<file path="config.mk">
export PLATFORM = sky130hd
export DESIGN_NAME = psaddr_core
export DESIGN_NICKNAME = d
export VERILOG_FILES = /design/src/psaddr_pkg.sv /design/src/psaddr_core.sv /design/src/psaddr_ram.sv
export VERILOG_INCLUDE_DIRS = /design/src
export SDC_FILE = /design/constraint.sdc
export NUM_CORES = 2
export LEC_CHECK = 0
export BUFFER_PORTS_ARGS = -buffer_cell sky130_fd_sc_hd__buf_2
export CAP_MARGIN = 10
export CELL_PAD_IN_SITES_DETAIL_PLACEMENT = 1
export CELL_PAD_IN_SITES_GLOBAL_PLACEMENT = 1
export CORE_UTILIZATION = 42
export CTS_CLUSTER_DIAMETER = 50
export CTS_CLUSTER_SIZE = 24
export DETAILED_ROUTE_END_ITERATION = 8
export PLACE_DENSITY_LB_ADDON = 0.1
export SYNTH_ARGS = -nofsm -noshare
export SYNTH_HDL_FRONTEND = slang
export SYNTH_SLANG_ARGS = --single-unit
</file>
<file path="constraint.sdc">
create_clock -name pclk -period 55 [get_ports pclk]
set_clock_uncertainty 0.1 [all_clocks]
set_input_delay 11 -clock pclk [delete_from_list [all_inputs] [get_ports pclk]]
set_output_delay 11 -clock pclk [all_outputs]
set_load 0.05 [all_outputs]
</file>
<file path="src/psaddr_regs.svh">
`ifndef PSADDR_REGS_SVH
`define PSADDR_REGS_SVH

// APB register byte addresses
`define PSADDR_OFF_PSW        12'h000
`define PSADDR_OFF_EXTENDED_STATUS_REGISTER       12'h004
`define PSADDR_OFF_ACC        12'h008
`define PSADDR_OFF_OPCTL      12'h00C
`define PSADDR_OFF_OPA        12'h010
`define PSADDR_OFF_OPB        12'h014
`define PSADDR_OFF_RESULT     12'h018
`define PSADDR_OFF_AGCTL      12'h01C
`define PSADDR_OFF_AGBASE     12'h020
`define PSADDR_OFF_AGOFS      12'h024
`define PSADDR_OFF_AGOUT      12'h028
`define PSADDR_OFF_DPX        12'h02C
`define PSADDR_OFF_REGIDX     12'h030
`define PSADDR_OFF_REGDATA    12'h034
`define PSADDR_OFF_RAMADDR    12'h038
`define PSADDR_OFF_RAMDATA    12'h03C

// Primary status bit positions
`define PSADDR_PSW_CY   7
`define PSADDR_PSW_AC   6
`define PSADDR_PSW_F0   5
`define PSADDR_PSW_RS1  4
`define PSADDR_PSW_RS0  3
`define PSADDR_PSW_OV   2
`define PSADDR_PSW_UD   1
`define PSADDR_PSW_P    0
// Extended status bit positions
`define PSADDR_EXTENDED_STATUS_REGISTER_CY  7
`define PSADDR_EXTENDED_STATUS_REGISTER_AC  6
`define PSADDR_EXTENDED_STATUS_REGISTER_N   5
`define PSADDR_EXTENDED_STATUS_REGISTER_RS1 4
`define PSADDR_EXTENDED_STATUS_REGISTER_RS0 3
`define PSADDR_EXTENDED_STATUS_REGISTER_OV  2
`define PSADDR_EXTENDED_STATUS_REGISTER_Z   1

// Reset value, fill words, address limits and register indices
`define PSADDR_EXTERNAL_REGION_SELECT_RST 8'h01
`define PSADDR_WORD_ZERO 16'h0000
`define PSADDR_WORD_ONES 16'hFFFF
`define PSADDR_LOW_RAM_TOP 24'h00007F
`define PSADDR_SFR_TOP     24'h0001FF
`define PSADDR_IDX_DPX  5'h0E
`define PSADDR_IDX_SPX  5'h0F

`endif

</file>
<file path="src/psaddr_pkg.sv">
package psaddr_pkg;

  typedef enum logic [3:0] {
    PSADDR_OP_ADD, PSADDR_OP_SUB, PSADDR_OP_CMP, PSADDR_OP_INC, PSADDR_OP_DEC,
    PSADDR_OP_MUL, PSADDR_OP_DIV, PSADDR_OP_AND, PSADDR_OP_OR, PSADDR_OP_XOR,
    PSADDR_OP_SLL, PSADDR_OP_SRL, PSADDR_OP_SRA, PSADDR_OP_MOVH, PSADDR_OP_MOVL,
    PSADDR_OP_IMM
  } psaddr_op_t;

  typedef enum logic [1:0] {
    PSADDR_SZ_BYTE, PSADDR_SZ_WORD, PSADDR_SZ_DWORD, PSADDR_SZ_RSVD
  } psaddr_size_t;

  typedef enum logic [2:0] {
    PSADDR_AM_DIR8, PSADDR_AM_DIR16, PSADDR_AM_IND_W, PSADDR_AM_IND_D,
    PSADDR_AM_IND_RI, PSADDR_AM_DISP_W, PSADDR_AM_DISP_D, PSADDR_AM_EXT
  } psaddr_amode_t;

  typedef struct packed {
    logic [1:0]   step;
    logic         fill_ones;
    psaddr_size_t size;
    psaddr_op_t   op;
  } psaddr_opctl_t;

  typedef struct packed {
    logic          sfr;
    logic          word_access;
    psaddr_amode_t mode;
  } psaddr_agctl_t;

  typedef struct packed {
    logic        fault;
    logic        sfr;
    logic [23:0] addr;
  } psaddr_agout_t;

endpackage : psaddr_pkg

</file>
<file path="src/psaddr_core.sv">
`timescale 1ns/1ps
`include "psaddr_regs.svh"
// =============================================
// Notes on behaviour
// - Hardware updates carry, aux, overflow, negative, zero
// - Parity tracks accumulator; status writes skip it
// - Bank bits select bank for registers 0-7
// - All banks visible as memory bytes 00h-1Fh
// - Two spare flags only software changes
// - Shared bits are one storage in both
// - Multiply and divide clear carry
// - Zero divisor sets overflow flag
// - Aux carry changes only on byte ops
// - Shifts load carry with bit shifted out
// - External region byte resets to 01h
// - Dword immediate fills upper word zeros/ones
// - Dword move writes high, or low extended
// - Increment/decrement step is 1, 2 or 4
// - Dir8 reaches low RAM; SFR bytes only
// - Dir16 reaches region zero bytes and words
// - Indirect arithmetic source is byte, dest register
// - Word indirect addresses region zero
// - Dword indirect uses low 24 bits
// - Byte-register indirect reaches 00h-FFh
// - Word displacement wraps within region zero
// - Dword displacement adds signed 16-bit offset
module psaddr_core
  import psaddr_pkg::*;
(
  // Clock and reset
  input  wire logic        pclk,
  input  wire logic        presetn,
  // APB slave
  input  wire logic        psel,
  input  wire logic        penable,
  input  wire logic        pwrite,
  input  wire logic [11:0] paddr,
  input  wire logic [31:0] pwdata,
  output logic             pready,
  output logic             pslverr,
  output logic      [31:0] prdata,
  // Status and addressing observation
  output logic      [1:0]  active_bank,
  output logic      [23:0] operand_addr
);

  // ==========================================
  // Bus decode
  logic setup_ph;
  logic wr_acc;
  logic rd_acc;
  logic mapped;
  assign setup_ph = psel && !penable;
  assign wr_acc   = psel && penable && pready && pwrite;
  assign rd_acc   = psel && penable && pready && !pwrite;

  always_comb begin
    unique case (paddr)
      `PSADDR_OFF_PSW, `PSADDR_OFF_EXTENDED_STATUS_REGISTER, `PSADDR_OFF_ACC, `PSADDR_OFF_OPCTL,
      `PSADDR_OFF_OPA, `PSADDR_OFF_OPB, `PSADDR_OFF_RESULT, `PSADDR_OFF_AGCTL,
      `PSADDR_OFF_AGBASE, `PSADDR_OFF_AGOFS, `PSADDR_OFF_AGOUT, `PSADDR_OFF_DPX,
      `PSADDR_OFF_REGIDX, `PSADDR_OFF_REGDATA, `PSADDR_OFF_RAMADDR,
      `PSADDR_OFF_RAMDATA: mapped = 1'b1;
      default: mapped = 1'b0;
    endcase
  end

  // Ready one cycle into the access phase, after RAM read settles
  always_ff @(posedge pclk or negedge presetn) begin
    if (!presetn) begin
      pready <= 1'b0;
    end else begin
      pready <= psel && penable && !pready;
    end
  end

  // ==========================================
  // Status storage, one bit each
  logic cy, ac, ov, rs0, rs1, f0, ud, nf, zf, par;
  logic [7:0]  acc;
  psaddr_opctl_t opctl;
  logic [31:0] opa, opb, result;
  logic        op_go;
  logic        opctl_pend;
  logic [7:0]  psw_view, extended_status_register_view;

  assign psw_view  = {cy, ac, f0, rs1, rs0, ov, ud, par};
  assign extended_status_register_view = {cy, ac, nf, rs1, rs0, ov, zf, 1'b0};

  // ==========================================
  // Datapath
  logic [32:0] sum;
  logic [31:0] next_result;
  logic        next_cy, next_ac, next_ov, next_n, next_z;
  logic        upd_cy, upd_ac, upd_ov;
  logic [31:0] step_val;
  logic [31:0] mask;
  logic        msb_a, msb_b, msb_r;
  int unsigned top;

  always_comb begin
    unique case (opctl.size)
      PSADDR_SZ_BYTE:  begin mask = 32'h000000FF; top = 7;  end
      PSADDR_SZ_WORD:  begin mask = 32'h0000FFFF; top = 15; end
      default:         begin mask = 32'hFFFFFFFF; top = 31; end
    endcase
  end

  always_comb begin
    unique case (opctl.step)
      2'h0:    step_val = 32'h00000001;
      2'h1:    step_val = 32'h00000002;
      default: step_val = 32'h00000004;
    endcase
  end

  always_comb begin
    sum         = 33'h000000000;
    next_result = result;
    next_cy     = cy;
    next_ac     = ac;
    next_ov     = ov;
    upd_cy      = 1'b0;
    upd_ac      = 1'b0;
    upd_ov      = 1'b0;
    unique case (opctl.op)
      PSADDR_OP_ADD, PSADDR_OP_INC: begin
        sum = {1'b0, opa & mask} +
              {1'b0, (opctl.op == PSADDR_OP_INC) ? step_val : (opb & mask)};
        next_result = sum[31:0] & mask;
        next_cy = sum[top + 1];
        next_ac = sum[4] ^ opa[4] ^ opb[4];
        upd_cy = 1'b1;
        upd_ac = 1'b1;
        upd_ov = 1'b1;
      end
      PSADDR_OP_SUB, PSADDR_OP_CMP, PSADDR_OP_DEC: begin
        sum = {1'b0, opa & mask} -
              {1'b0, (opctl.op == PSADDR_OP_DEC) ? step_val : (opb & mask)};
        if (opctl.op != PSADDR_OP_CMP) begin
          next_result = sum[31:0] & mask;
        end
        next_cy = sum[top + 1];
        next_ac = sum[4] ^ opa[4] ^ opb[4];
        upd_cy = 1'b1;
        upd_ac = 1'b1;
        upd_ov = 1'b1;
      end
      PSADDR_OP_MUL: begin
        next_result = (opctl.size == PSADDR_SZ_BYTE) ?
                      {16'h0000, 16'(opa[7:0]) * 16'(opb[7:0])}
                      : 32'(opa[15:0]) * 32'(opb[15:0]);
        next_cy = 1'b0;
        upd_cy = 1'b1;
        next_ov = (opctl.size == PSADDR_SZ_BYTE) ? (next_result[15:8] != 8'h00)
                                                 : (next_result[31:16] != 16'h0000);
        upd_ov = 1'b1;
      end
      PSADDR_OP_DIV: begin
        next_cy = 1'b0;
        upd_cy = 1'b1;
        upd_ov = 1'b1;
        if ((opctl.size == PSADDR_SZ_BYTE && opb[7:0] == 8'h00) ||
            (opctl.size != PSADDR_SZ_BYTE && opb[15:0] == 16'h0000)) begin
          next_ov = 1'b1;
        end else if (opctl.size == PSADDR_SZ_BYTE) begin
          next_ov = 1'b0;
          next_result = {16'h0000, opa[7:0] % opb[7:0], opa[7:0] / opb[7:0]};
        end else begin
          next_ov = 1'b0;
          next_result = {opa[15:0] % opb[15:0], opa[15:0] / opb[15:0]};
        end
      end
      PSADDR_OP_AND: next_result = opa & opb & mask;
      PSADDR_OP_OR:  next_result = (opa | opb) & mask;
      PSADDR_OP_XOR: next_result = (opa ^ opb) & mask;
      PSADDR_OP_SLL: begin
        next_result = (opa << 1) & mask;
        next_cy = opa[top];
        upd_cy = 1'b1;
      end
      PSADDR_OP_SRL, PSADDR_OP_SRA: begin
        next_result = (opa & mask) >> 1;
        if (opctl.op == PSADDR_OP_SRA) begin
          next_result[top] = opa[top];
        end
        next_cy = opa[0];
        upd_cy = 1'b1;
      end
      PSADDR_OP_MOVH: next_result = {opb[15:0], opa[15:0]};
      PSADDR_OP_MOVL: next_result = {opctl.fill_ones ? `PSADDR_WORD_ONES
                                    : `PSADDR_WORD_ZERO, opb[15:0]};
      PSADDR_OP_IMM: next_result = {opctl.fill_ones ? `PSADDR_WORD_ONES
                                   : `PSADDR_WORD_ZERO, opb[15:0]};
    endcase
    msb_a = opa[top];
    msb_b = opb[top];
    msb_r = sum[top];
    if (opctl.op == PSADDR_OP_ADD || opctl.op == PSADDR_OP_INC) begin
      next_ov = (msb_a == msb_b) && (msb_r != msb_a);
    end else if (opctl.op == PSADDR_OP_SUB || opctl.op == PSADDR_OP_CMP ||
                 opctl.op == PSADDR_OP_DEC) begin
      next_ov = (msb_a != msb_b) && (msb_r != msb_a);
    end
    if (opctl.size != PSADDR_SZ_BYTE) begin
      upd_ac = 1'b0;
    end
    next_n = (opctl.op == PSADDR_OP_CMP) ? sum[top] : next_result[top];
    next_z = (opctl.op == PSADDR_OP_CMP) ? ((sum[31:0] & mask) == 32'h00000000)
                                         : (next_result == 32'h00000000);
  end

  assign op_go = wr_acc && paddr == `PSADDR_OFF_OPCTL;

  // ==========================================
  // Status bits: one register per bit, two write paths
  logic wr_psw, wr_extended_status_register;
  assign wr_psw  = wr_acc && paddr == `PSADDR_OFF_PSW;
  assign wr_extended_status_register = wr_acc && paddr == `PSADDR_OFF_EXTENDED_STATUS_REGISTER;

  always_ff @(posedge pclk or negedge presetn) begin
    if (!presetn) begin
      {cy, ac, ov, rs0, rs1, f0, ud, nf, zf} <= 9'h000;
    end else if (wr_psw) begin
      cy  <= pwdata[`PSADDR_PSW_CY];
      ac  <= pwdata[`PSADDR_PSW_AC];
      f0  <= pwdata[`PSADDR_PSW_F0];
      rs1 <= pwdata[`PSADDR_PSW_RS1];
      rs0 <= pwdata[`PSADDR_PSW_RS0];
      ov  <= pwdata[`PSADDR_PSW_OV];
      ud  <= pwdata[`PSADDR_PSW_UD];
    end else if (wr_extended_status_register) begin
      cy  <= pwdata[`PSADDR_EXTENDED_STATUS_REGISTER_CY];
      ac  <= pwdata[`PSADDR_EXTENDED_STATUS_REGISTER_AC];
      nf  <= pwdata[`PSADDR_EXTENDED_STATUS_REGISTER_N];
      rs1 <= pwdata[`PSADDR_EXTENDED_STATUS_REGISTER_RS1];
      rs0 <= pwdata[`PSADDR_EXTENDED_STATUS_REGISTER_RS0];
      ov  <= pwdata[`PSADDR_EXTENDED_STATUS_REGISTER_OV];
      zf  <= pwdata[`PSADDR_EXTENDED_STATUS_REGISTER_Z];
    end else if (opctl_pend) begin
      if (upd_cy) cy <= next_cy;
      if (upd_ac) ac <= next_ac;
      if (upd_ov) ov <= next_ov;
      nf <= next_n;
      zf <= next_z;
    end
  end

  // Parity follows the accumulator only
  always_ff @(posedge pclk or negedge presetn) begin
    if (!presetn) begin
      acc <= 8'h00;
      par <= 1'b0;
    end else begin
      if (wr_acc && paddr == `PSADDR_OFF_ACC) begin
        acc <= pwdata[7:0];
      end
      par <= ^acc;
    end
  end

  // ==========================================
  // Operation registers
  always_ff @(posedge pclk or negedge presetn) begin
    if (!presetn) begin
      opctl  <= '0;
      opa    <= 32'h00000000;
      opb    <= 32'h00000000;
      result <= 32'h00000000;
    end else begin
      if (op_go) opctl <= psaddr_opctl_t'(pwdata[$bits(psaddr_opctl_t)-1:0]);
      if (wr_acc && paddr == `PSADDR_OFF_OPA) opa <= pwdata;
      if (wr_acc && paddr == `PSADDR_OFF_OPB) opb <= pwdata;
      if (opctl_pend) result <= next_result;
    end
  end

  // Result and flags latched one cycle after the control write
  always_ff @(posedge pclk or negedge presetn) begin
    if (!presetn) opctl_pend <= 1'b0;
    else          opctl_pend <= op_go;
  end

  // ==========================================
  // Register file bytes with bank select
  logic [4:0]  reg_idx;
  logic [4:0]  reg_phys;
  logic [31:0] extended_pointer_dword;
  logic [4:0]  ram_addr;
  logic        ram_we;
  logic [4:0]  ram_waddr, ram_raddr;
  logic [7:0]  ram_wdata, ram_rdata;

  // Bank bits pick physical slot for bytes 0-7
  assign reg_phys = (reg_idx < 5'h08) ? {rs1, rs0, reg_idx[2:0]} : reg_idx;
  assign ram_we = wr_acc && (paddr == `PSADDR_OFF_REGDATA ||
                             paddr == `PSADDR_OFF_RAMDATA);
  assign ram_waddr = (paddr == `PSADDR_OFF_REGDATA) ? reg_phys : ram_addr;
  assign ram_raddr = (paddr == `PSADDR_OFF_REGDATA) ? reg_phys : ram_addr;
  assign ram_wdata = pwdata[7:0];

  psaddr_ram u_ram (
    .pclk  (pclk),
    .we    (ram_we),
    .waddr (ram_waddr),
    .wdata (ram_wdata),
    .raddr (ram_raddr),
    .rdata (ram_rdata)
  );

  always_ff @(posedge pclk or negedge presetn) begin
    if (!presetn) begin
      reg_idx  <= 5'h00;
      ram_addr <= 5'h00;
      extended_pointer_dword      <= {24'h000000, `PSADDR_EXTERNAL_REGION_SELECT_RST};
    end else begin
      if (wr_acc && paddr == `PSADDR_OFF_REGIDX)  reg_idx  <= pwdata[4:0];
      if (wr_acc && paddr == `PSADDR_OFF_RAMADDR) ram_addr <= pwdata[4:0];
      if (wr_acc && paddr == `PSADDR_OFF_DPX)     extended_pointer_dword      <= pwdata;
    end
  end

  // ==========================================
  // Operand address generation
  psaddr_agctl_t agctl;
  logic [31:0]   agbase;
  logic [15:0]   agofs;
  psaddr_agout_t agout;
  psaddr_agout_t next_agout;

  always_comb begin
    next_agout = '0;
    unique case (agctl.mode)
      PSADDR_AM_DIR8: begin
        next_agout.addr = {8'h00, agofs & 16'h01FF};
        next_agout.sfr  = agctl.sfr;
        // SFRs bytes only; RAM limited to low window
        next_agout.fault = agctl.sfr ? (agctl.word_access ||
                                        next_agout.addr > `PSADDR_SFR_TOP)
                                     : (next_agout.addr > `PSADDR_LOW_RAM_TOP);
      end
      PSADDR_AM_DIR16:  next_agout.addr = {8'h00, agofs};
      PSADDR_AM_IND_W:  next_agout.addr = {8'h00, agbase[15:0]};
      PSADDR_AM_IND_D: begin
        next_agout.addr  = agbase[23:0];
        next_agout.fault = agbase[31:24] != 8'h00;
      end
      PSADDR_AM_IND_RI: next_agout.addr = {16'h0000, agbase[7:0]};
      PSADDR_AM_DISP_W: next_agout.addr = {8'h00, agbase[15:0] + agofs};
      PSADDR_AM_DISP_D: begin
        next_agout.addr  = agbase[23:0] + {{8{agofs[15]}}, agofs};
        next_agout.fault = agbase[31:24] != 8'h00;
      end
      PSADDR_AM_EXT: next_agout.addr = {extended_pointer_dword[7:0], agbase[15:0]};
    endcase
  end

  always_ff @(posedge pclk or negedge presetn) begin
    if (!presetn) begin
      agctl  <= '0;
      agbase <= 32'h00000000;
      agofs  <= 16'h0000;
      agout  <= '0;
    end else begin
      if (wr_acc && paddr == `PSADDR_OFF_AGCTL)
        agctl <= psaddr_agctl_t'(pwdata[$bits(psaddr_agctl_t)-1:0]);
      if (wr_acc && paddr == `PSADDR_OFF_AGBASE) agbase <= pwdata;
      if (wr_acc && paddr == `PSADDR_OFF_AGOFS)  agofs  <= pwdata[15:0];
      agout <= next_agout;
    end
  end

  // ==========================================
  // Read mux and outputs
  logic [31:0] next_prdata;
  always_comb begin
    next_prdata = 32'h00000000;
    unique case (paddr)
      `PSADDR_OFF_PSW:     next_prdata = {24'h000000, psw_view};
      `PSADDR_OFF_EXTENDED_STATUS_REGISTER:    next_prdata = {24'h000000, extended_status_register_view};
      `PSADDR_OFF_ACC:     next_prdata = {24'h000000, acc};
      `PSADDR_OFF_OPCTL:   next_prdata = {{(32-$bits(psaddr_opctl_t)){1'b0}}, opctl};
      `PSADDR_OFF_OPA:     next_prdata = opa;
      `PSADDR_OFF_OPB:     next_prdata = opb;
      `PSADDR_OFF_RESULT:  next_prdata = result;
      `PSADDR_OFF_AGCTL:   next_prdata = {{(32-$bits(psaddr_agctl_t)){1'b0}}, agctl};
      `PSADDR_OFF_AGBASE:  next_prdata = agbase;
      `PSADDR_OFF_AGOFS:   next_prdata = {16'h0000, agofs};
      `PSADDR_OFF_AGOUT:   next_prdata = {6'h00, agout};
      `PSADDR_OFF_DPX:     next_prdata = extended_pointer_dword;
      `PSADDR_OFF_REGIDX:  next_prdata = {27'h0000000, reg_idx};
      `PSADDR_OFF_RAMADDR: next_prdata = {27'h0000000, ram_addr};
      `PSADDR_OFF_REGDATA, `PSADDR_OFF_RAMDATA: next_prdata = {24'h000000, ram_rdata};
      default:             next_prdata = 32'h00000000;
    endcase
  end

  always_ff @(posedge pclk or negedge presetn) begin
    if (!presetn) begin
      prdata       <= 32'h00000000;
      pslverr      <= 1'b0;
      active_bank  <= 2'h0;
      operand_addr <= 24'h000000;
    end else begin
      prdata       <= (psel && penable && !pready && !pwrite) ? next_prdata : 32'h00000000;
      pslverr      <= psel && penable && !pready && !mapped;
      active_bank  <= {rs1, rs0};
      operand_addr <= next_agout.addr;
    end
  end

endmodule : psaddr_core

</file>
<file path="src/psaddr_ram.sv">
`timescale 1ns/1ps
// Register-file backing store, 32 bytes covering all four banks
module psaddr_ram (
  // Clock
  input  wire logic       pclk,
  // Write port
  input  wire logic       we,
  input  wire logic [4:0] waddr,
  input  wire logic [7:0] wdata,
  // Registered read port
  input  wire logic [4:0] raddr,
  output logic      [7:0] rdata
);
  logic [7:0] mem [32];

  always_ff @(posedge pclk) begin
    if (we) begin
      mem[waddr] <= wdata;
    end
  end

  always_ff @(posedge pclk) begin
    rdata <= mem[raddr];
  end
endmodule : psaddr_ram

</file>
==> impl_results.md <==
- Ports: 109
- RSZ-0062 raised after global routing: false
- CTS sink count: 545
- Hold Buf Count CTS: 0
- Vias per cell: 6.50
- Main synth FF type: dfrtp_1
- Worst reg-to-reg path cell count: 114
- CP Max Fanout: 25
- Seq cells post-synth: 545
- Synthesized area per cell: 9.28 um^2
- Post-DP Area: 53,900 um^2
- Syn nets: 6,283
- Initial antenna violation count: 17
- Most Frequent Cell on Critical Path: ha_1
- Final total power: 919 uW
- Peak supply drop: 0.0353 mV
- H-tree depth: 3
- TNS Setup: 0 ns
- Final setup viols: 0
- Hold path depth: 1
- Synthesized cell area: 51,400 um^2
- CP Class: reg -> reg
- Tot GR Track Use: 38.7%
- Worst path max stage delay: 1.00 ns
- Grt total ovfl: 0
- Die width: 352 um
- Postcts setup bufs: 0
- 1st-iter DRT viols: 4,999
- Cell area after layout: 56,300 um^2
- CTS clk-pin slew, worst paths: 0.06 ns
- Syn Inst Count: 5,534
- Largest net degree at the start of global routing: 124
- Vias in the first global route: 47,660
- PortBufs: 108
- Fin nets: 6,302
- Hold Crit Class: reg -> reg
- Max-slew headroom: 18.7%
- Effective utilization at floorplan: 42.6%
- Final slew viol count: 0
- Mux cell area share after synthesis: 7.25%
- CP Launch Type: flip-flop
- Leakage: 0.0263 uW
- Clock buffer depth: 3
- Non-Filler Instances: 7,227
- WHS Endpoint: extended_pointer_dword[20]$_DFFE_PN0P_
- Final WL: 239,000 um
- XOR/XNOR Fraction of Synth Area: 3.53%
- Vias: 46,976
- Failing checks: design-rule violations
- DP HPWL: 180,000 um
- First-pass GRT wire length: 344,000 um
- Minimum clock period: 34.84 ns
- Cell count after placement: 7,096
- Outcome: complete, but fails checks
- Synth warn: 0
- Largest family of logic cells by synthesized area: adder cells
- Final Hold Fails: 0
- GPL Wtd Cong: 1.05
- FP Rows: 127
- Place WS: 20.61 ns
- Skew-Pair Late Insertion Delay: 0.70 ns
- Post-Synth Adder-Cell Area: 20.5%
- Data arrival, critical path: 35.34 ns
- CTS tree: done
- Synth-to-layout area growth: 9.58%
- Core area: 121,000 um^2
- Area share of and/or/nand/nor cells after synthesis: 14.8%
- Crit path max-delay cell type: o31ai_2
- EDFF count, synth: 256
- Post-CTS Resized: 0
- Final worst slack: 20.16 ns
- Layout cells sized above 1: 12.4%
- Fin crit share: 63.4%
- Post-synthesis compound-gate area fraction: 19.5%
- Post-DR wirelength/cell: 33.1 um
- RR Startpoint: opb[9]$_DFFE_PN0P_
- Clk root buf: clkbuf_16
- P per Cell Area: 16.3 nW/um^2
- Final ANT Viol Nets: 0
- # DRC: 6
- Sequential share of the synthesized area: 29.0%
- Num CTS Buffers: 67
- CP required: 55.50 ns
- Post-synth cell types: 105
- Reg2reg end: zf$_DFFE_PN0P_
- Reg-to-reg slack, setup: 20.16 ns
- Die Area: 124,000 um^2
- Max Cap Violations: 0
- DRT Pass-1 Iters: 9
- Ys async rst share: 51.6%
- Worst setup EP type: flip-flop
- Max frequency: 28.7 MHz
- Hold_sp: extended_pointer_dword[20]$_DFFE_PN0P_
- Die Y: 352 um
- Worst Max-Slew Pin Slew: 1.22 ns
worst max-delay path: cells and delay by family (launching register included):
kind	cells	cell delay, ns
AOI/OAI and AO/OA	52	16.19
and+or+nand+nor	40	11.57
adders and majority gates	15	5.12
buffers and inverters	5	0.71
muxes	2	0.71
DFF	1	0.35
where the power goes:
part	leakage (uW)	switching, uW	internal [uW]
registers	0.00608	0.174	427
clock network	0.00114	216	256
logic	0.0191	16.4	3.14
Yosys cell counts, types with 46 or more instances:
| cell | instances | area share, % |
|---|---|---|
| a21oi_1 | 298 | 2.9 |
| mux4_2 | 64 | 2.8 |
| xor2_1 | 87 | 1.5 |
| xnor2_1 | 120 | 2.0 |
| inv_1 | 399 | 2.9 |
| dfrtp_1 | 280 | 14 |
| o21a_1 | 66 | 0.96 |
| mux2_2 | 166 | 3.6 |
| o21ai_0 | 252 | 2.5 |
| ha_1 | 465 | 11 |
| nand2_1 | 569 | 4.2 |
| a31oi_1 | 66 | 0.80 |
| nor2_1 | 481 | 3.5 |
| a211oi_1 | 48 | 0.70 |
| fa_1 | 235 | 9.2 |
| nor2b_1 | 46 | 0.56 |
| o211ai_1 | 58 | 0.85 |
| nand3_1 | 75 | 0.73 |
| a22oi_1 | 139 | 2.0 |
| a21o_1 | 81 | 1.2 |
| nor3_1 | 132 | 1.3 |
| clkbuf_1 | 229 | 1.7 |
| edfxtp_1 | 256 | 15 |
registers in the layout, summed over array words and instances (netlist names), 2 cells and up:
signal,cells
agbase,32
u_ram.rdata,8
agctl,5
prdata,32
agofs,16
u_ram.mem,256
extended_pointer_dword,32
reg_idx,5
ram_addr,5
active_bank,2
opb,32
opa,32
operand_addr,24
result,32
opctl,9
agout,2
acc,8
per-layer routing:
metal	vias to the layer above	GRT usage, %	routed length [um]
met5	-	0	85
met4	14	19.3	13600
met3	571	7.48	20200
li1	20282	-	-
met1	23960	51.5	99400
met2	2149	59.9	106000
placed cells by master (no fill, tap or decap), drive strengths merged, types with 135 or more instances in the layout:
cell type | netlist | layout
buf | 72 | 251
mux2 | 167 | 167
o21ai | 267 | 267
nand2 | 569 | 569
edfxtp | 256 | 256
dfrtp | 280 | 280
a22oi | 139 | 139
nor2 | 482 | 482
nor3 | 135 | 135
ha | 465 | 465
a21oi | 298 | 298
inv | 402 | 422
fa | 235 | 235
worst max path at each step:
stage	to	start	slack [ns]
2_1_floorplan	zf$_DFFE_PN0P_	opb[0]$_DFFE_PN0P_	26.56
3_3_place_gp	zf$_DFFE_PN0P_	opb[9]$_DFFE_PN0P_	21.80
3_5_place_dp	zf$_DFFE_PN0P_	opb[9]$_DFFE_PN0P_	20.61
4_1_cts	zf$_DFFE_PN0P_	opb[9]$_DFFE_PN0P_	20.49
5_1_grt	zf$_DFFE_PN0P_	opb[9]$_DFFE_PN0P_	17.80
6_report	zf$_DFFE_PN0P_	opb[9]$_DFFE_PN0P_	20.16
cell type report:
type / instances / area, um^2
fillers: 13665 / 64300
multi-input cells: 4277 / 33800
flip-flops and latches: 545 / 14900
well taps: 1612 / 2020
clock buffers: 73 / 1760
repair buffers: 251 / 1620
inverters: 411 / 1540
clock inverters: 51 / 622
diodes: 7 / 17.5
cell families after synthesis:
family / after synthesis
simple gates: 1639
compound gates: 1460
buf+inv: 712
fa+ha+maj: 700
flops: 545
mux: 271
xor+xnor: 207
per-stage QoR:
step | hold WS [ns] | utilization [%]
4_1_cts | 0.411 | 46.7
6_report | 0.412 | 46.7
3_3_place_gp | 0.365 | 44.7
2_1_floorplan | 0.294 | -
5_1_grt | 0.420 | 46.7
3_5_place_dp | 0.393 | 44.7
No activity file was read; power rests on OpenSTA's default activity.
